## src/smc_params.svh

```systemverilog
// Purpose: constants of the serial module configuration registers
// Assumes: register index = byte address / 4 on the AXI4-Lite slave
// Notes: field positions, masks, windows and delay counts live here
// How it works
// - While the serial standby bit is set, every access to the serial register window is refused.
// - While the timer standby bit is set, every access to the timer register window is refused.
// - Unassigned bits of the three registers always read back as zero.
// - The function switch bit gives the shared pins to the synchronous serial unit at 0, two-wire at 1.
// - The rate-double bit makes the two-wire transfer rate twice the clock-select rate.
// - The rate-half bit makes the two-wire transfer rate half the clock-select rate.
// - The delay code delays SDA by 3, 11 or 19 system clocks for codes 0, 1 and 2; code 3 can be written and also gives 19.
// - With port-read select at 0, input bits read the pin and output bits read the latch.
// - With port-read select at 1, every port bit except the excluded one reads the pin level.
// - One excluded port bit ignores the port-read select and follows its direction alone.
// - Rate modifiers act only on the master transfer clock; in slave mode no internal clock runs.
`ifndef SMC_PARAMS_SVH
`define SMC_PARAMS_SVH
`define SMC_IDX_STANDBY 10'h008
`define SMC_IDX_SWITCH  10'h18C
`define SMC_IDX_PINSEL  10'h18F
`define SMC_SER_LO      10'h193
`define SMC_SER_HI      10'h19D
`define SMC_TMR_LO      10'h120
`define SMC_TMR_HI      10'h133
`define SMC_RST_REG     8'h00
`define SMC_MASK_STBY   8'h38
`define SMC_MASK_SW     8'h01
`define SMC_MASK_PSEL   8'hF8
`define SMC_B_SER       3
`define SMC_B_PWR       4
`define SMC_B_TMR       5
`define SMC_B_SEL       0
`define SMC_B_IOIN      3
`define SMC_B_DBL       4
`define SMC_B_HALF      5
`define SMC_B_DLY_LO    6
`define SMC_B_DLY_HI    7
`define SMC_DLY_C0      5'd3
`define SMC_DLY_C1      5'd11
`define SMC_DLY_C2      5'd19
`define SMC_EXCL_BIT    34
`define SMC_RESP_OKAY   2'h0
`define SMC_RESP_SLVERR 2'h2
`define SMC_RESP_DECERR 2'h3
// clock-select divisors, entry n at bits [9n+8:9n]
`define SMC_CKS_TABLE {9'h100, 9'h0E0, 9'h0C8, 9'h0A0, 9'h080, 9'h060, 9'h050, 9'h038, \
                       9'h080, 9'h070, 9'h064, 9'h050, 9'h040, 9'h030, 9'h028, 9'h01C}
`endif

```

## src/smc_pkg.sv

```systemverilog
// Purpose: types shared by the configuration register files
// Assumes: nothing
// Notes: constants are in smc_params.svh
package smc_pkg;
  typedef struct packed {
    logic       serial_unit_standby;
    logic       power_reduce_bit;
    logic       timer_unit_standby;
    logic       two_wire_function_switch;
    logic       port_read_source_select;
    logic       rate_double_select;
    logic       rate_half_select;
    logic [1:0] sda_delay_code;
  } smc_cfg_type;

  typedef struct packed {
    logic [1:0] out;
    logic [1:0] oe;
  } smc_pins_type;
endpackage

```

## src/smc_config_regs.sv

```systemverilog
// Purpose: standby, function switch and pin select registers on AXI4-Lite
// Assumes: one write and one read in flight; window regs live elsewhere
// Notes: window accesses are forwarded as one-cycle strobes
//
// Register access over AXI4-Lite was decided locally.
`timescale 1ns/1ps
`default_nettype none
`include "smc_params.svh"
module smc_config_regs #(
  parameter int unsigned PORT_BITS = 40,
  parameter int unsigned SDA_DEPTH = 19
) (
  input  wire logic                   clk_sys,
  input  wire logic                   reset_n,
  input  wire logic [11:0]            s_axi_awaddr,
  input  wire logic [2:0]             s_axi_awprot,
  input  wire logic                   s_axi_awvalid,
  output logic                        s_axi_awready,
  input  wire logic [31:0]            s_axi_wdata,
  input  wire logic [3:0]             s_axi_wstrb,
  input  wire logic                   s_axi_wvalid,
  output logic                        s_axi_wready,
  output logic [1:0]                  s_axi_bresp,
  output logic                        s_axi_bvalid,
  input  wire logic                   s_axi_bready,
  input  wire logic [11:0]            s_axi_araddr,
  input  wire logic [2:0]             s_axi_arprot,
  input  wire logic                   s_axi_arvalid,
  output logic                        s_axi_arready,
  output logic [31:0]                 s_axi_rdata,
  output logic [1:0]                  s_axi_rresp,
  output logic                        s_axi_rvalid,
  input  wire logic                   s_axi_rready,
  output logic                        per_wr_stb,
  output logic [9:0]                  per_wr_index,
  output logic [7:0]                  per_wdata,
  output logic                        per_rd_stb,
  output logic [9:0]                  per_rd_index,
  input  wire logic [7:0]             per_rdata,
  output smc_pkg::smc_cfg_type        cfg,
  input  wire smc_pkg::smc_pins_type  ssu_pins,
  input  wire smc_pkg::smc_pins_type  iic_pins,
  output smc_pkg::smc_pins_type       shared_pins,
  input  wire logic [1:0]             shared_pin_in,
  output logic                        iic_scl_in,
  output logic                        iic_sda_in,
  input  wire logic [3:0]             clock_select_field,
  input  wire logic                   master_select,
  output logic                        rate_tick,
  input  wire logic [PORT_BITS-1:0]   port_pin_in,
  input  wire logic [PORT_BITS-1:0]   port_latch,
  input  wire logic [PORT_BITS-1:0]   port_direction_register,
  output logic [PORT_BITS-1:0]        port_read_value
);
  logic [7:0]           standby_q;
  logic [7:0]           switch_q;
  logic [7:0]           pinsel_q;
  logic                 aw_held_q;
  logic                 w_held_q;
  logic [9:0]           aw_idx_q;
  logic [7:0]           w_data_q;
  logic                 w_lane_q;
  logic                 bvalid_q;
  logic [1:0]           bresp_q;
  logic                 rvalid_q;
  logic [1:0]           rresp_q;
  logic [7:0]           rdata_q;
  logic                 wr_go;
  logic                 ar_go;
  logic [9:0]           ar_idx;
  logic [7:0]           rd_byte;
  logic [1:0]           rd_resp;
  logic [1:0]           pin_meta_q;
  logic [1:0]           pin_sync_q;
  logic [PORT_BITS-1:0] port_meta_q;
  logic [PORT_BITS-1:0] port_sync_q;
  logic [PORT_BITS-1:0] excl_mask;
  logic [PORT_BITS-1:0] read_pin;

  function automatic logic in_ser(input logic [9:0] idx);
    return idx >= `SMC_SER_LO && idx <= `SMC_SER_HI;
  endfunction
  function automatic logic in_tmr(input logic [9:0] idx);
    return idx >= `SMC_TMR_LO && idx <= `SMC_TMR_HI;
  endfunction
  function automatic logic is_own(input logic [9:0] idx);
    return idx == `SMC_IDX_STANDBY || idx == `SMC_IDX_SWITCH || idx == `SMC_IDX_PINSEL;
  endfunction

  // configuration view of the registers
  assign cfg.serial_unit_standby      = standby_q[`SMC_B_SER];
  assign cfg.power_reduce_bit         = standby_q[`SMC_B_PWR];
  assign cfg.timer_unit_standby       = standby_q[`SMC_B_TMR];
  assign cfg.two_wire_function_switch = switch_q[`SMC_B_SEL];
  assign cfg.port_read_source_select  = pinsel_q[`SMC_B_IOIN];
  assign cfg.rate_double_select       = pinsel_q[`SMC_B_DBL];
  assign cfg.rate_half_select         = pinsel_q[`SMC_B_HALF];
  assign cfg.sda_delay_code           = pinsel_q[`SMC_B_DLY_HI:`SMC_B_DLY_LO];

  // a refused window access, blocked before the strobe is raised
  function automatic logic win_open(input logic [9:0] idx);
    return (in_ser(idx) && !standby_q[`SMC_B_SER]) || (in_tmr(idx) && !standby_q[`SMC_B_TMR]);
  endfunction
  function automatic logic [1:0] resp_of(input logic [9:0] idx);
    if (is_own(idx) || win_open(idx))
      return `SMC_RESP_OKAY;
    else if (in_ser(idx) || in_tmr(idx))
      return `SMC_RESP_SLVERR;
    else
      return `SMC_RESP_DECERR;
  endfunction

  // write channels, address and data taken in either order
  assign s_axi_awready = !aw_held_q && !bvalid_q;
  assign s_axi_wready  = !w_held_q && !bvalid_q;
  assign wr_go         = aw_held_q && w_held_q && !bvalid_q;
  assign s_axi_bvalid  = bvalid_q;
  assign s_axi_bresp   = bresp_q;

  always_ff @(posedge clk_sys or negedge reset_n) begin
    if (!reset_n) begin
      aw_held_q <= 1'b0;
      aw_idx_q  <= 10'h000;
    end else if (s_axi_awvalid && s_axi_awready) begin
      aw_held_q <= 1'b1;
      aw_idx_q  <= s_axi_awaddr[11:2];
    end else if (wr_go) begin
      aw_held_q <= 1'b0;
    end
  end

  always_ff @(posedge clk_sys or negedge reset_n) begin
    if (!reset_n) begin
      w_held_q <= 1'b0;
      w_data_q <= 8'h00;
      w_lane_q <= 1'b0;
    end else if (s_axi_wvalid && s_axi_wready) begin
      w_held_q <= 1'b1;
      w_data_q <= s_axi_wdata[7:0];
      w_lane_q <= s_axi_wstrb[0];
    end else if (wr_go) begin
      w_held_q <= 1'b0;
    end
  end

  always_ff @(posedge clk_sys or negedge reset_n) begin
    if (!reset_n) begin
      bvalid_q <= 1'b0;
      bresp_q  <= `SMC_RESP_OKAY;
    end else if (wr_go) begin
      bvalid_q <= 1'b1;
      bresp_q  <= resp_of(aw_idx_q);
    end else if (s_axi_bready) begin
      bvalid_q <= 1'b0;
    end
  end

  // unassigned bits masked on write so they stay zero
  always_ff @(posedge clk_sys or negedge reset_n) begin
    if (!reset_n) begin
      standby_q <= `SMC_RST_REG;
      switch_q  <= `SMC_RST_REG;
      pinsel_q  <= `SMC_RST_REG;
    end else if (wr_go && w_lane_q) begin
      if (aw_idx_q == `SMC_IDX_STANDBY)
        standby_q <= w_data_q & `SMC_MASK_STBY;
      if (aw_idx_q == `SMC_IDX_SWITCH)
        switch_q <= w_data_q & `SMC_MASK_SW;
      if (aw_idx_q == `SMC_IDX_PINSEL)
        pinsel_q <= w_data_q & `SMC_MASK_PSEL;
    end
  end

  assign per_wr_stb   = wr_go && w_lane_q && win_open(aw_idx_q);
  assign per_wr_index = aw_idx_q;
  assign per_wdata    = w_data_q;

  // read channel, answer one cycle after the address is taken
  assign s_axi_arready = !rvalid_q;
  assign ar_go         = s_axi_arvalid && s_axi_arready;
  assign ar_idx        = s_axi_araddr[11:2];
  assign per_rd_index  = ar_idx;
  assign per_rd_stb    = ar_go && win_open(ar_idx);

  always_comb begin
    rd_resp = resp_of(ar_idx);
    rd_byte = 8'h00;
    if (ar_idx == `SMC_IDX_STANDBY)
      rd_byte = standby_q;
    else if (ar_idx == `SMC_IDX_SWITCH)
      rd_byte = switch_q;
    else if (ar_idx == `SMC_IDX_PINSEL)
      rd_byte = pinsel_q;
    else if (win_open(ar_idx))
      rd_byte = per_rdata;
  end

  always_ff @(posedge clk_sys or negedge reset_n) begin
    if (!reset_n) begin
      rvalid_q <= 1'b0;
      rresp_q  <= `SMC_RESP_OKAY;
      rdata_q  <= 8'h00;
    end else if (ar_go) begin
      rvalid_q <= 1'b1;
      rresp_q  <= rd_resp;
      rdata_q  <= rd_byte;
    end else if (s_axi_rready) begin
      rvalid_q <= 1'b0;
    end
  end
  assign s_axi_rvalid = rvalid_q;
  assign s_axi_rresp  = rresp_q;
  assign s_axi_rdata  = {24'h000000, rdata_q};

  // shared pins: standby releases them, switch picks the owner
  always_ff @(posedge clk_sys or negedge reset_n) begin
    if (!reset_n)
      shared_pins <= '0;
    else if (standby_q[`SMC_B_SER])
      shared_pins <= '0;
    else if (switch_q[`SMC_B_SEL])
      shared_pins <= iic_pins;
    else
      shared_pins <= ssu_pins;
  end

  always_ff @(posedge clk_sys or negedge reset_n) begin
    if (!reset_n) begin
      pin_meta_q <= 2'h3;
      pin_sync_q <= 2'h3;
    end else begin
      pin_meta_q <= shared_pin_in;
      pin_sync_q <= pin_meta_q;
    end
  end
  assign iic_scl_in = pin_sync_q[0];

  smc_sda_delay #(
    .DEPTH (SDA_DEPTH)
  ) u_sda_delay (
    .clk_sys        (clk_sys),
    .reset_n        (reset_n),
    .sda_in         (pin_sync_q[1]),
    .sda_delay_code (cfg.sda_delay_code),
    .sda_out        (iic_sda_in)
  );

  // slave mode takes its clock from the line, so no internal tick
  smc_rate_div u_rate_div (
    .clk_sys            (clk_sys),
    .reset_n            (reset_n),
    .enable             (master_select && switch_q[`SMC_B_SEL] && !standby_q[`SMC_B_SER]),
    .clock_select_field (clock_select_field),
    .rate_double_select (cfg.rate_double_select),
    .rate_half_select   (cfg.rate_half_select),
    .tick               (rate_tick)
  );

  // port read path; pins cross from outside, so two flops first
  always_ff @(posedge clk_sys or negedge reset_n) begin
    if (!reset_n) begin
      port_meta_q <= '0;
      port_sync_q <= '0;
    end else begin
      port_meta_q <= port_pin_in;
      port_sync_q <= port_meta_q;
    end
  end

  always_comb begin
    excl_mask = '0;
    excl_mask[`SMC_EXCL_BIT] = 1'b1;
  end
  // pin when input, or when select is set on a non-excluded bit
  assign read_pin = ~port_direction_register | ({PORT_BITS{pinsel_q[`SMC_B_IOIN]}} & ~excl_mask);

  always_ff @(posedge clk_sys or negedge reset_n) begin
    if (!reset_n)
      port_read_value <= '0;
    else
      port_read_value <= (read_pin & port_sync_q) | (~read_pin & port_latch);
  end

  AST_SER_BLOCK: assert property (@(posedge clk_sys) disable iff (!reset_n)
    ar_go && in_ser(ar_idx) && standby_q[`SMC_B_SER]
      |=> s_axi_rvalid && s_axi_rresp == `SMC_RESP_SLVERR && s_axi_rdata == 32'h00000000)
    else $error("serial window read not refused in standby");
  AST_SER_NOSTB: assert property (@(posedge clk_sys) disable iff (!reset_n)
    (per_wr_stb && in_ser(per_wr_index)) || (per_rd_stb && in_ser(per_rd_index)) |-> !cfg.serial_unit_standby)
    else $error("serial window strobe during standby");
  AST_TMR_BLOCK: assert property (@(posedge clk_sys) disable iff (!reset_n)
    wr_go && in_tmr(aw_idx_q) && standby_q[`SMC_B_TMR]
      |-> !per_wr_stb ##1 s_axi_bvalid && s_axi_bresp == `SMC_RESP_SLVERR)
    else $error("timer window write not refused in standby");
  AST_ZERO_BITS: assert property (@(posedge clk_sys) disable iff (!reset_n)
    ((standby_q & ~`SMC_MASK_STBY) | (switch_q & ~`SMC_MASK_SW) | (pinsel_q & ~`SMC_MASK_PSEL)) == 8'h00
      and (s_axi_rvalid |-> s_axi_rdata[31:8] == 24'h000000))
    else $error("unassigned bits not zero");
  // sampled reset_n gates the next-cycle checks: flops are still in reset on the release edge
  AST_SWITCH: assert property (@(posedge clk_sys) disable iff (!reset_n)
    reset_n && !standby_q[`SMC_B_SER] && $stable(switch_q)
      |=> shared_pins == ($past(switch_q[`SMC_B_SEL]) ? $past(iic_pins) : $past(ssu_pins)))
    else $error("shared pins not routed to selected function");
  AST_SLAVE_QUIET: assert property (@(posedge clk_sys) disable iff (!reset_n)
    !master_select |=> !rate_tick)
    else $error("transfer tick in slave mode");
  AST_PORT_LATCH: assert property (@(posedge clk_sys) disable iff (!reset_n)
    reset_n && !pinsel_q[`SMC_B_IOIN] |=> (port_read_value & $past(port_direction_register))
      == ($past(port_latch) & $past(port_direction_register)))
    else $error("output bits not reading latch");
  AST_PORT_PIN: assert property (@(posedge clk_sys) disable iff (!reset_n)
    reset_n && pinsel_q[`SMC_B_IOIN] |=> (port_read_value & ~excl_mask) == ($past(port_sync_q) & ~excl_mask))
    else $error("port bits not reading pin level");
  AST_PORT_EXCL: assert property (@(posedge clk_sys) disable iff (!reset_n)
    reset_n |=> port_read_value[`SMC_EXCL_BIT] == ($past(port_direction_register[`SMC_EXCL_BIT])
      ? $past(port_latch[`SMC_EXCL_BIT]) : $past(port_sync_q[`SMC_EXCL_BIT])))
    else $error("excluded port bit follows select");
endmodule
`default_nettype wire

```

## src/smc_rate_div.sv

```systemverilog
// Purpose: master transfer clock enable with double and half modifiers
// Assumes: clock-select and modifiers come from the system clock domain
// Notes: both modifiers set is not allowed; it then runs at the plain rate
`timescale 1ns/1ps
`default_nettype none
`include "smc_params.svh"
module smc_rate_div (
  input  wire logic       clk_sys,
  input  wire logic       reset_n,
  input  wire logic       enable,
  input  wire logic [3:0] clock_select_field,
  input  wire logic       rate_double_select,
  input  wire logic       rate_half_select,
  output logic            tick
);
  localparam logic [143:0] CKS_TABLE = `SMC_CKS_TABLE;
  logic [8:0]  base;
  logic [10:0] div_eff;
  logic [10:0] cnt_q;
  logic [10:0] gap_q;
  logic [5:0]  key_q;
  logic        seen_q;

  assign base = CKS_TABLE[clock_select_field*9 +: 9];
  always_comb begin
    div_eff = {2'h0, base};
    if (rate_double_select && !rate_half_select)
      div_eff = {3'h0, base[8:1]};
    else if (rate_half_select && !rate_double_select)
      div_eff = {1'h0, base, 1'b0};
  end

  always_ff @(posedge clk_sys or negedge reset_n) begin
    if (!reset_n) begin
      cnt_q <= 11'h000;
      tick  <= 1'b0;
    end else if (!enable) begin
      cnt_q <= 11'h000;
      tick  <= 1'b0;
    end else if (cnt_q >= div_eff - 11'h001) begin
      cnt_q <= 11'h000;
      tick  <= 1'b1;
    end else begin
      cnt_q <= cnt_q + 11'h001;
      tick  <= 1'b0;
    end
  end

  // helper: cycles between ticks under unchanged settings
  always_ff @(posedge clk_sys or negedge reset_n) begin
    if (!reset_n) begin
      gap_q  <= 11'h000;
      key_q  <= 6'h00;
      seen_q <= 1'b0;
    end else begin
      key_q  <= {clock_select_field, rate_double_select, rate_half_select};
      gap_q  <= tick ? 11'h000 : gap_q + 11'h001;
      if (!enable || key_q != {clock_select_field, rate_double_select, rate_half_select})
        seen_q <= 1'b0;
      else if (tick)
        seen_q <= 1'b1;
    end
  end

  AST_DOUBLE: assert property (@(posedge clk_sys) disable iff (!reset_n)
    tick && seen_q && rate_double_select && !rate_half_select |-> gap_q == {3'h0, base[8:1]} - 11'h001)
    else $error("doubled rate tick spacing wrong");
  AST_HALF: assert property (@(posedge clk_sys) disable iff (!reset_n)
    tick && seen_q && rate_half_select && !rate_double_select |-> gap_q == {1'h0, base, 1'b0} - 11'h001)
    else $error("halved rate tick spacing wrong");
endmodule
`default_nettype wire

```

## src/smc_sda_delay.sv

```systemverilog
// Purpose: digital delay line for the two-wire data input
// Assumes: input already synchronised to clk_sys
// Notes: code 3 is not allowed and falls back to the longest tap
`timescale 1ns/1ps
`default_nettype none
`include "smc_params.svh"
module smc_sda_delay #(
  parameter int unsigned DEPTH = 19
) (
  input  wire logic       clk_sys,
  input  wire logic       reset_n,
  input  wire logic       sda_in,
  input  wire logic [1:0] sda_delay_code,
  output logic            sda_out
);
  logic [DEPTH-1:0] shift_q;
  logic [4:0]       tap;
  logic [4:0]       warm_q;

  always_ff @(posedge clk_sys or negedge reset_n) begin
    if (!reset_n)
      shift_q <= '1; // idle bus level
    else
      shift_q <= {shift_q[DEPTH-2:0], sda_in};
  end

  always_comb begin
    unique case (sda_delay_code)
      2'h0:    tap = `SMC_DLY_C0;
      2'h1:    tap = `SMC_DLY_C1;
      default: tap = `SMC_DLY_C2;
    endcase
  end
  assign sda_out = shift_q[tap - 5'd1];

  always_ff @(posedge clk_sys or negedge reset_n) begin
    if (!reset_n)
      warm_q <= 5'h00;
    else if (warm_q != 5'h1F)
      warm_q <= warm_q + 5'h01;
  end

  AST_DLY3: assert property (@(posedge clk_sys) disable iff (!reset_n)
    warm_q > 5'd20 && sda_delay_code == 2'h0 |-> sda_out == $past(sda_in, 3))
    else $error("sda delay 3 wrong");
  AST_DLY11: assert property (@(posedge clk_sys) disable iff (!reset_n)
    warm_q > 5'd20 && sda_delay_code == 2'h1 |-> sda_out == $past(sda_in, 11))
    else $error("sda delay 11 wrong");
  AST_DLY19: assert property (@(posedge clk_sys) disable iff (!reset_n)
    warm_q > 5'd20 && sda_delay_code == 2'h2 |-> sda_out == $past(sda_in, 19))
    else $error("sda delay 19 wrong");
endmodule
`default_nettype wire
```

## config.mk

```make
export PLATFORM = sky130hd
export DESIGN_NAME = smc_config_regs
export DESIGN_NICKNAME = d
export VERILOG_FILES = /design/src/smc_pkg.sv /design/src/smc_config_regs.sv /design/src/smc_rate_div.sv /design/src/smc_sda_delay.sv
export VERILOG_INCLUDE_DIRS = /design/src /design/src/src
export SDC_FILE = /design/constraint.sdc
export NUM_CORES = 1
export LEC_CHECK = 0
export BUFFER_PORTS_ARGS = -buffer_cell sky130_fd_sc_hd__buf_4
export CELL_PAD_IN_SITES_DETAIL_PLACEMENT = 1
export CELL_PAD_IN_SITES_GLOBAL_PLACEMENT = 1
export CORE_ASPECT_RATIO = 1.1
export CORE_MARGIN = 8
export CORE_UTILIZATION = 40
export CTS_CLUSTER_SIZE = 30
export DETAILED_ROUTE_END_ITERATION = 8
export GPL_TIMING_DRIVEN = 0
export PLACE_DENSITY_LB_ADDON = 0.1
export SYNTH_ARGS = -nofsm -noshare
export SYNTH_HDL_FRONTEND = slang
export SYNTH_SLANG_ARGS = --single-unit
```

## constraint.sdc

```tcl
create_clock -name clk_sys -period 6.6 [get_ports clk_sys]
set_clock_uncertainty 0.1 [all_clocks]
set_input_delay 0.99 -clock clk_sys [delete_from_list [all_inputs] [get_ports clk_sys]]
set_output_delay 0.99 -clock clk_sys [all_outputs]
set_load 0.1 [all_outputs]
```

==> flow_summary.json, run 1 <==
{
  "status": "finished clean",
  "fp.dieH_um": 165,
  "crit_slowest_cell": "a2111oi_0",
  "coreArea_um2": 19900,
  "fin_crit_ns": 4.67,
  "drive_above_1_share": 0.475,
  "ys_seq_area_frac": 0.631,
  "whs_path_depth": 0,
  "first_pass_iters": 4,
  "crit_path_max_incr_delay_ns": 0.42,
  "p_leak_nw": 5.52,
  "cts_max_level": 1,
  "critPathKind": "input port to flop",
  "synth_top_area_frac": 0.557,
  "antenna_found_initial": 0,
  "worstMarginPinSlew_ns": 0.777,
  "tns_ns": 0,
  "max-cap-violations": 0,
  "drv_slew": 0,
  "crit_chain": "buf_4 > inv_1 > ha_1 > mux2i_1 > nor2_1 > mux2_2 > mux2i_1 > ha_1 > nand2_1 > o32ai_1 > nand3_1 > xnor2_1 > ha_1 > and4_1 > a2111oi_0 > o211a_1 > o21ai_0 > clkbuf_1 > nor2_1",
  "cts_resized": 0,
  "cts-hold-fix-buffers": 0,
  "fillers": 2117,
  "rsz0062_at_grt": "false",
  "critPathMaxFanout": 10,
  "clk_pin_slew_ns": 0.06,
  "wl_per_cell_um": 20.4,
  "stdcell_area_um2": 11400,
  "grt_usage": 0.199,
  "hpwl_um": 19100,
  "diodes": 0,
  "cts.sinks": 203,
  "hold_class": "flop to flop",
  "p_total_w": 0.00428,
  "avgSynthCellArea_um2": 13.0,
  "drc": 0,
  "layoutNonFillerInstCount": 1221,
  "crit_arrival_ns": 4.99,
  "worstSetupStartpointType": "input port",
  "clk_latency_ns": 0.50,
  "gr-total-overflow": 0,
  "route.vias.total": 5940,
  "cp_top_family": "compound AO/OA/AOI/OAI gates",
  "power_density_nw_per_um2": 375,
  "final_nets": 1184,
  "synth_edf_count": 0,
  "clk_root_buffer_cell": "clkbuf_16",
  "rows": 54,
  "port_buffers": 281,
  "syn_inst": 622,
  "netlist_top_cells_area": "dfrtp_1 (56%), mux2_2 (9.6%), dfstp_2 (7.5%)",
  "synthFlopType": "dfrtp_1",
  "cts_buffers": 23,
  "via_per_inst": 4.86,
  "finalSetupViolCount": 0,
  "place_area_um2": 10600,
  "area_growth_pct": 41.2,
  "end_kind": "flop",
  "ys_seq_elements": 203,
  "synthArstFlopShare": 1.00,
  "synth_area_um2": 8090,
  "vdd.ir_drop.worst_uv": 215,
  "ys.warnings.count": 0,
  "yosysMostFrequentCell": "dfrtp_1",
  "final_antenna_net_count": 0,
  "finalHoldViolCount": 0,
  "fp.dieArea_um2": 25000,
  "start_util": 0.407,
  "yosys-top-cells-count": "dfrtp_1 (180), mux2_2 (69), nor2b_1 (43), nor2_1 (39), buf_4 (36)",
  "post_cts_buffers": 0,
  "relSlewSlack": 0.478,
  "path_depth": 19,
  "yosysTopAreaCell": "dfrtp_1",
  "crit_buf_inv": 3,
  "drt_iter0_markers": 191,
  "place.detailed.instances": 1179,
  "r2r_cells": 15,
  "post-route-period-util": 0.707,
  "die_w_um": 152,
  "place_congestion": 0.821,
  "clk_path_buf_depth": 3,
  "cp.required_ns": 6.92,
  "grt_pass1_vias": 6870,
  "wirelength_um": 25000,
  "yosysUniqueCellTypes": 57,
  "pin_count": 343,
  "grt_max_degree": 123,
  "fmax_mhz": 214,
  "cts_tree": "yes",
  "grt_pass1_wl_um": 38600,
  "cp_common_cell": "ha_1"
}
## worst paths after layout
path,startpoint,endpoint,slack [ns]
max,clock_select_field[1],u_rate_div.cnt_q[7]$_DFF_PN0_,1.93
min,port_meta_q[14]$_DFF_PN0_,port_sync_q[14]$_DFF_PN0_,0.24
max reg2reg,pinsel_q[5]$_DFFE_PN0P_,u_rate_div.cnt_q[7]$_DFF_PN0_,2.14
min reg2reg,port_meta_q[14]$_DFF_PN0_,port_sync_q[14]$_DFF_PN0_,0.24
max in group asynchronous,reset_n,per_wr_index[2]$_DFFE_PN0P_,5.03
min in group asynchronous,reset_n,port_meta_q[22]$_DFF_PN0_,0.35
## placed cells by master, fill, tap and decap left out, drive strengths merged, types with 6 or more instances in the layout
master / Yosys / final
and2: 8 / 8
inv: 9 / 10
nand3: 15 / 15
clkbuf: 15 / 46
a21oi: 10 / 10
ha: 16 / 16
dfrtp: 180 / 180
and3: 6 / 6
mux2i: 7 / 7
conb: 1 / 24
nor3: 7 / 7
dfstp: 23 / 23
mux2: 69 / 69
buf: 40 / 322
nand2: 34 / 34
nor2b: 43 / 43
clkinv: 1 / 7
nor2: 39 / 39
xnor2: 6 / 6
xor2: 11 / 11
o21ai: 17 / 17
## stage by stage
stage	hold slack, ns	util	worst slack, ns
after floorplan	0.231	-	2.19
after global placement	0.232	0.534	1.62
after detailed placement	0.236	0.536	1.44
after CTS	0.250	0.575	1.98
after global routing	0.253	0.575	1.54
final	0.242	0.575	1.93
## kinds of logic (layout without fill, tap and decap cells)
kind of cell | after synthesis | in the layout | synth area share
AO/OA/AOI/OAI | 70 | 70 | 0.0608
buffers and inverters | 65 | 389 | 0.0482
XOR/XNOR | 17 | 17 | 0.0184
adder cells (fa/ha/maj) | 16 | 16 | 0.0247
other | 1 | 24 | 0.000463
AND/OR/NAND/NOR | 174 | 174 | 0.111
flip-flops | 203 | 203 | 0.631
multiplexers | 76 | 76 | 0.105
## report_power, final
group / total, W / leakage (nW) / switching [W] / internal (W)
Sequential: 0.00149 / 2.40 / 0.000106 / 0.00139
Clock: 0.00131 / 0.385 / 0.000515 / 0.000791
Combinational: 0.00148 / 2.74 / 0.00112 / 0.000365
## final cells by class
class / instances / area, um2 / share of cell area
plain buffers: 55 / 353 / 0.0309
clock buffers: 31 / 667 / 0.0584
clock inverters: 11 / 121 / 0.0106
inverters: 10 / 37.5 / 0.00329
multi-input cells: 377 / 2680 / 0.234
flip-flops and latches: 203 / 5110 / 0.447
well taps: 252 / 315 / 0.0276
repair buffers: 282 / 2140 / 0.188
## state kept, by name, indices dropped and copies added, names as in the netlist
register and count:
pin_meta_q 2, shared_pins 4, pinsel_q 5, u_rate_div.tick 1, port_meta_q 40, s_axi_bvalid 1, standby_q 3, per_wdata 8
u_sda_delay.shift_q 19, pin_sync_q 2, w_held_q 1, rdata_q 8, s_axi_bresp 2, port_read_value 40, switch_q 1, aw_held_q 1
per_wr_index 10, s_axi_rresp 2, u_rate_div.cnt_q 11, w_lane_q 1, s_axi_rvalid 1, port_sync_q 40
## per-layer routing
layer	routed length, um	GRT usage	share of wire
met2	12900	0.355	0.52
met5	0	0	0
met1	8840	0.211	0.35
met4	490	0.0508	0.020
met3	2740	0.0842	0.11
Power figures use the tool's default switching activity.
==> run 2: changes to the inputs <==
--- a/config.mk
+++ b/config.mk
@@ -11,7 +11,7 @@
 export CELL_PAD_IN_SITES_GLOBAL_PLACEMENT = 1
 export CORE_ASPECT_RATIO = 1.1
 export CORE_MARGIN = 8
-export CORE_UTILIZATION = 40
+export CORE_UTILIZATION = 37
 export CTS_CLUSTER_SIZE = 30
 export DETAILED_ROUTE_END_ITERATION = 8
 export GPL_TIMING_DRIVEN = 0
==> constraint.sdc (replaced) <==
create_clock -name clk_sys -period 4.9 [get_ports clk_sys]
set_clock_uncertainty 0.1 [all_clocks]
set_input_delay 0.735 -clock clk_sys [delete_from_list [all_inputs] [get_ports clk_sys]]
set_output_delay 0.735 -clock clk_sys [all_outputs]
set_load 0.1 [all_outputs]
==> flow_summary.json, run 2 (synthesis gave the netlist of run 1 again) <==
{
  "grt_pass1_wl_um": 37000,
  "mostFrequentLayoutCell": "buf_4",
  "critPathKind": "input port to flop",
  "crit_path_max_incr_delay_ns": 0.43,
  "final_antenna_net_count": 0,
  "drt_iter0_markers": 226,
  "area_growth_pct": 40.9,
  "cp_common_cell": "ha_1",
  "grt_usage": 0.177,
  "cts_max_level": 1,
  "p_sw_frac": 0.412,
  "coreArea_um2": 21400,
  "max-cap-violations": 0,
  "first_pass_iters": 4,
  "cp.required_ns": 5.23,
  "port_buffers": 281,
  "r2r_start": "pinsel_q[5]$_DFFE_PN0P_",
  "gr-total-overflow": 0,
  "fillers": 2296,
  "reg.largest.list": "port_meta_q x40, port_read_value x40, port_sync_q x40",
  "startpoint": "clock_select_field[3]",
  "crit_slowest_cell": "o32ai_1",
  "grt_pass1_vias": 6692,
  "fin_crit_ns": 4.39,
  "relSlewSlack": 0.428,
  "drive_above_1_share": 0.472,
  "fmax_mhz": 228,
  "fp.dieArea_um2": 26900,
  "place_congestion": 0.817,
  "die_w_um": 157,
  "pin_count": 343,
  "route.vias.total": 5997,
  "clk_latency_ns": 0.50,
  "finalSetupViolCount": 0,
  "end_kind": "flop",
  "critPathMaxFanout": 10,
  "layoutNonFillerInstCount": 1258,
  "final_nets": 1183,
  "antenna_found_initial": 1,
  "seq_power_share": 0.356,
  "finalHoldViolCount": 0,
  "cts_buffers": 22,
  "hold_class": "input port to async pin",
  "via_per_inst": 4.77,
  "p_switching_w": 0.00232,
  "cts_tree": "yes",
  "status": "finished clean",
  "crit_chain": "buf_4 > buf_6 > buf_2 > a21boi_0 > a31oi_1 > mux2_2 > mux2i_1 > ha_1 > nand2_1 > o32ai_1 > nand3_1 > xnor2_1 > ha_1 > and4_1 > a2111oi_1 > o211a_1 > o21ai_0 > clkbuf_1 > nor2_1",
  "power_density_nw_per_um2": 494,
  "worstSetupStartpointType": "input port",
  "multi_input_area_um2": 2680,
  "grt_max_degree": 125,
  "cts.sinks": 203,
  "crit_arrival_ns": 4.72,
  "rsz0062_at_grt": "false",
  "drv_slew": 0,
  "post-route-period-util": 0.895,
  "power_frac_clock": 0.287,
  "clk_path_buf_depth": 3,
  "cts-hold-fix-buffers": 0,
  "wl_per_cell_um": 19.1,
  "hpwl_um": 18700,
  "p_leak_nw": 5.49,
  "p_total_w": 0.00563,
  "register_area_um2": 5110,
  "worstMarginPinSlew_ns": 0.858,
  "final_cell_mix": "buf_4 (316), dfrtp_1 (180), mux2_2 (69)",
  "start_util": 0.379,
  "wirelength_um": 24100,
  "p_comb_frac": 0.358,
  "rows": 56,
  "fp.dieH_um": 171,
  "clk_pin_slew_ns": 0.06,
  "clk_root_buffer_cell": "clkbuf_16",
  "place.detailed.instances": 1217,
  "vdd.ir_drop.worst_uv": 289,
  "p_int_w": 0.00331,
  "drc": 0,
  "whs_ns": 0.118
}
-- run 2: per-layer routing --
layer,track usage,part of all wire,vias to the layer above
met1,0.187,0.35,2973
met4,0.0448,0.018,0
met3,0.0807,0.12,31
met5,0,0,-
met2,0.313,0.51,256
li1,-,-,2737
-- run 2: metrics by stage --
stage          TNS [ns]  instance area, um2  setup slack, ns  utilization
2_1_floorplan         0                8180            0.746            -
3_3_place_gp          0               10700            0.116        0.498
3_5_place_dp     -0.737               10700          -0.0979        0.500
4_1_cts               0               11400            0.379        0.533
5_1_grt               0               11400            0.124        0.534
6_report              0               11400            0.512        0.534
-- run 2: path summary, 6_finish.rpt --
| check | endpoint | slack (ns) | cells after the start |
|---|---|---|---|
| setup / recovery | u_rate_div.cnt_q[2]$_DFF_PN0_ | 0.51 | 19 |
| hold / removal | port_meta_q[18]$_DFF_PN0_ | 0.12 | 1 |
| setup reg to reg | u_rate_div.cnt_q[2]$_DFF_PN0_ | 0.64 | 15 |
| hold reg to reg | port_sync_q[24]$_DFF_PN0_ | 0.24 | 0 |
| max in group asynchronous | pinsel_q[3]$_DFFE_PN0P_ | 3.57 | 2 |
| min in group clk_sys | port_meta_q[4]$_DFF_PN0_ | 0.23 | 1 |
-- run 2: power groups by stage --
stage / registers [W] / clock network [W] / logic [W]
floorplan: 0.00295 / 0 / 0.000539
finish: 0.00200 / 0.00161 / 0.00202
global route: 0.00203 / 0.00173 / 0.00210
global placement: 0.00202 / 0 / 0.00200
detailed placement: 0.00203 / 0 / 0.00203
CTS: 0.00201 / 0.00167 / 0.00203
-- run 2: final cells by class --
cell class	count	area share
plain buffers	55	0.0311
well taps	290	0.0318
multi-input cells	377	0.235
clock buffers	32	0.0551
flip-flops and latches	203	0.448
clock inverters	8	0.00746
repair buffers	282	0.188
inverters	10	0.00329
diodes	1	0.000219
-- run 2: worst max-delay path: cells and delay by family --
family / cells / cell delay [ns]
xor+xnor: 1 / 0.23
compound gates: 6 / 1.44
fa+ha+maj: 2 / 0.53
buf+inv: 4 / 0.67
simple gates: 4 / 0.61
mux: 2 / 0.48
-- run 2: what timing repair did --
action / in CTS / in global routing
gates resized for setup: 0 / 3
setup endpoints to repair: 0 / 7
buffers inserted: 0 / 0
==> run 3: changes to the inputs <==
==> constraint.sdc (replaced) <==
create_clock -name clk_sys -period 4.6 [get_ports clk_sys]
set_clock_uncertainty 0.1 [all_clocks]
set_input_delay 0.69 -clock clk_sys [delete_from_list [all_inputs] [get_ports clk_sys]]
set_output_delay 0.69 -clock clk_sys [all_outputs]
set_load 0.1 [all_outputs]
==> flow_summary.json, run 3 (synthesis gave the netlist of run 1 again) <==
{
  "start_util": 0.379,
  "p_sw_frac": 0.412,
  "cp_top_family": "compound AO/OA/AOI/OAI gates",
  "place_area_um2": 10700,
  "power_density_nw_per_um2": 526,
  "gr-total-overflow": 0,
  "post_cts_buffers": 0,
  "clk_root_buffer_cell": "clkbuf_16",
  "final_util": 0.534,
  "status": "finished clean",
  "p_comb_frac": 0.358,
  "drt-met1-wl_um": 8570,
  "end_kind": "flop",
  "clk_pin_slew_ns": 0.06,
  "crit_path_max_incr_delay_ns": 0.35,
  "fp.dieArea_um2": 26900,
  "port_buffers": 281,
  "drive_above_1_share": 0.474,
  "hpwl_um": 18700,
  "route.vias.total": 5998,
  "vdd.ir_drop.worst_uv": 309,
  "register_area_um2": 5110,
  "critPathMaxFanout": 10,
  "final_nets": 1183,
  "reg.largest.list": "port_meta_q x40, port_read_value x40, port_sync_q x40",
  "post-route-period-util": 0.908,
  "hold_class": "input port to async pin",
  "cp.required_ns": 4.93,
  "cts_tree": "yes",
  "drc": 0,
  "grt_pass1_vias": 6692,
  "relSlewSlack": 0.423,
  "highest_layer": "met4",
  "r2r_start": "pinsel_q[5]$_DFFE_PN0P_",
  "multi_input_area_um2": 2690,
  "die_w_um": 157,
  "cts_resized": 0,
  "coreArea_um2": 21400,
  "place_congestion": 0.817,
  "grt_pass1_wl_um": 37000,
  "cts.sinks": 203,
  "worstSetupStartpointType": "input port",
  "cts-hold-fix-buffers": 0,
  "max-cap-violations": 0,
  "crit_slowest_cell": "a2111oi_2",
  "pin_count": 343,
  "r2r_cells": 15,
  "worstMarginPinSlew_ns": 0.866,
  "first_pass_iters": 4,
  "clk_path_buf_depth": 3,
  "rows": 56,
  "area_growth_pct": 41.1,
  "drv_slew": 0,
  "fp.dieH_um": 171,
  "dpl_worst_slack_ns": -0.353,
  "critPathKind": "input port to flop",
  "antenna_found_initial": 1,
  "crit_arrival_ns": 4.51,
  "power_frac_clock": 0.287,
  "fin_crit_ns": 4.18,
  "finalSetupViolCount": 0,
  "grt_max_degree": 125,
  "setup_ws_ns": 0.423,
  "fmax_mhz": 239,
  "stdcell_area_um2": 11400,
  "crit_buf_inv": 4,
  "finalHoldViolCount": 0,
  "grt_usage": 0.177,
  "r2r-end": "u_rate_div.cnt_q[5]$_DFF_PN0_",
  "p_int_w": 0.00353,
  "cp_common_cell": "ha_1",
  "final_cell_mix": "buf_4 (316), dfrtp_1 (180), mux2_2 (69)",
  "cts_buffers": 22,
  "p_leak_nw": 5.50,
  "clk_latency_ns": 0.50,
  "p_total_w": 0.00601,
  "mostFrequentLayoutCell": "buf_4",
  "wl_met2_um": 12300,
  "final_antenna_net_count": 0,
  "wirelength_um": 24100,
  "crit_chain": "buf_4 > buf_6 > buf_2 > a21boi_0 > a31oi_1 > mux2_2 > mux2i_1 > ha_1 > nand2_1 > o32ai_2 > nand3_1 > xnor2_1 > ha_1 > and4_1 > a2111oi_2 > o211a_1 > o21ai_0 > clkbuf_1 > nor2_1",
  "cts_max_level": 1,
  "p_switching_w": 0.00248,
  "wl_per_cell_um": 19.2,
  "rrSetupSlack_ns": 0.49,
  "wl_met3_um": 2830,
  "rsz0062_at_grt": "false",
  "via_per_inst": 4.77,
  "seq_power_share": 0.355,
  "fillers": 2294,
  "drt_iter0_markers": 226
}
[run 3: cell counts in the layout (fill, tap and decap cells not counted)]
Identical to the previous run, type by type.
[run 3: routing by layer]
metal	up-vias	global-route usage
li1	2741	-
met1	2999	0.187
met2	230	0.313
met3	28	0.0807
met4	0	0.0448
met5	-	0
[run 3: per-stage QoR]
step / TNS, ns / hold slack (ns) / cells
floorplan: 0 / 0.231 / 645
global placement: -1.35 / 0.231 / 1216
detailed placement: -3.33 / 0.236 / 1217
CTS: 0 / 0.0914 / 1257
global route: 0 / 0.115 / 1258
finish: 0 / 0.0566 / 1258
[run 3: worst max path at each step]
stage,startpoint,endpoint,slack [ns],depth (start not counted)
3_5_place_dp,clock_select_field[3],u_rate_div.cnt_q[5]$_DFF_PN0_,-0.35,19
5_1_grt,clock_select_field[3],u_rate_div.cnt_q[2]$_DFF_PN0_,0.06,19
6_report,clock_select_field[3],u_rate_div.cnt_q[5]$_DFF_PN0_,0.42,19
4_1_cts,pinsel_q[5]$_DFFE_PN0P_,u_rate_div.cnt_q[5]$_DFF_PN0_,0.08,15
3_3_place_gp,clock_select_field[3],u_rate_div.cnt_q[9]$_DFF_PN0_,-0.14,19
2_1_floorplan,clock_select_field[3],u_rate_div.cnt_q[2]$_DFF_PN0_,0.49,18
[run 3: layout make-up]
class | count | share of cell area
Antenna cell | 1 | 0.000219
Buffer | 55 | 0.0310
Clock buffer | 32 | 0.0550
Clock inverter | 8 | 0.00745
Inverter | 10 | 0.00329
Multi-Input combinational cell | 377 | 0.236
Sequential cell | 203 | 0.448
Tap cell | 290 | 0.0318
Timing Repair Buffer | 282 | 0.188
[run 3: power groups by stage]
stage | clock (W) | sequential (W) | combinational (W)
2_1_floorplan | 0 | 0.00315 | 0.000574
3_3_place_gp | 0 | 0.00215 | 0.00213
3_5_place_dp | 0 | 0.00217 | 0.00216
4_1_cts | 0.00178 | 0.00214 | 0.00217
5_1_grt | 0.00185 | 0.00217 | 0.00224
6_report | 0.00172 | 0.00213 | 0.00215
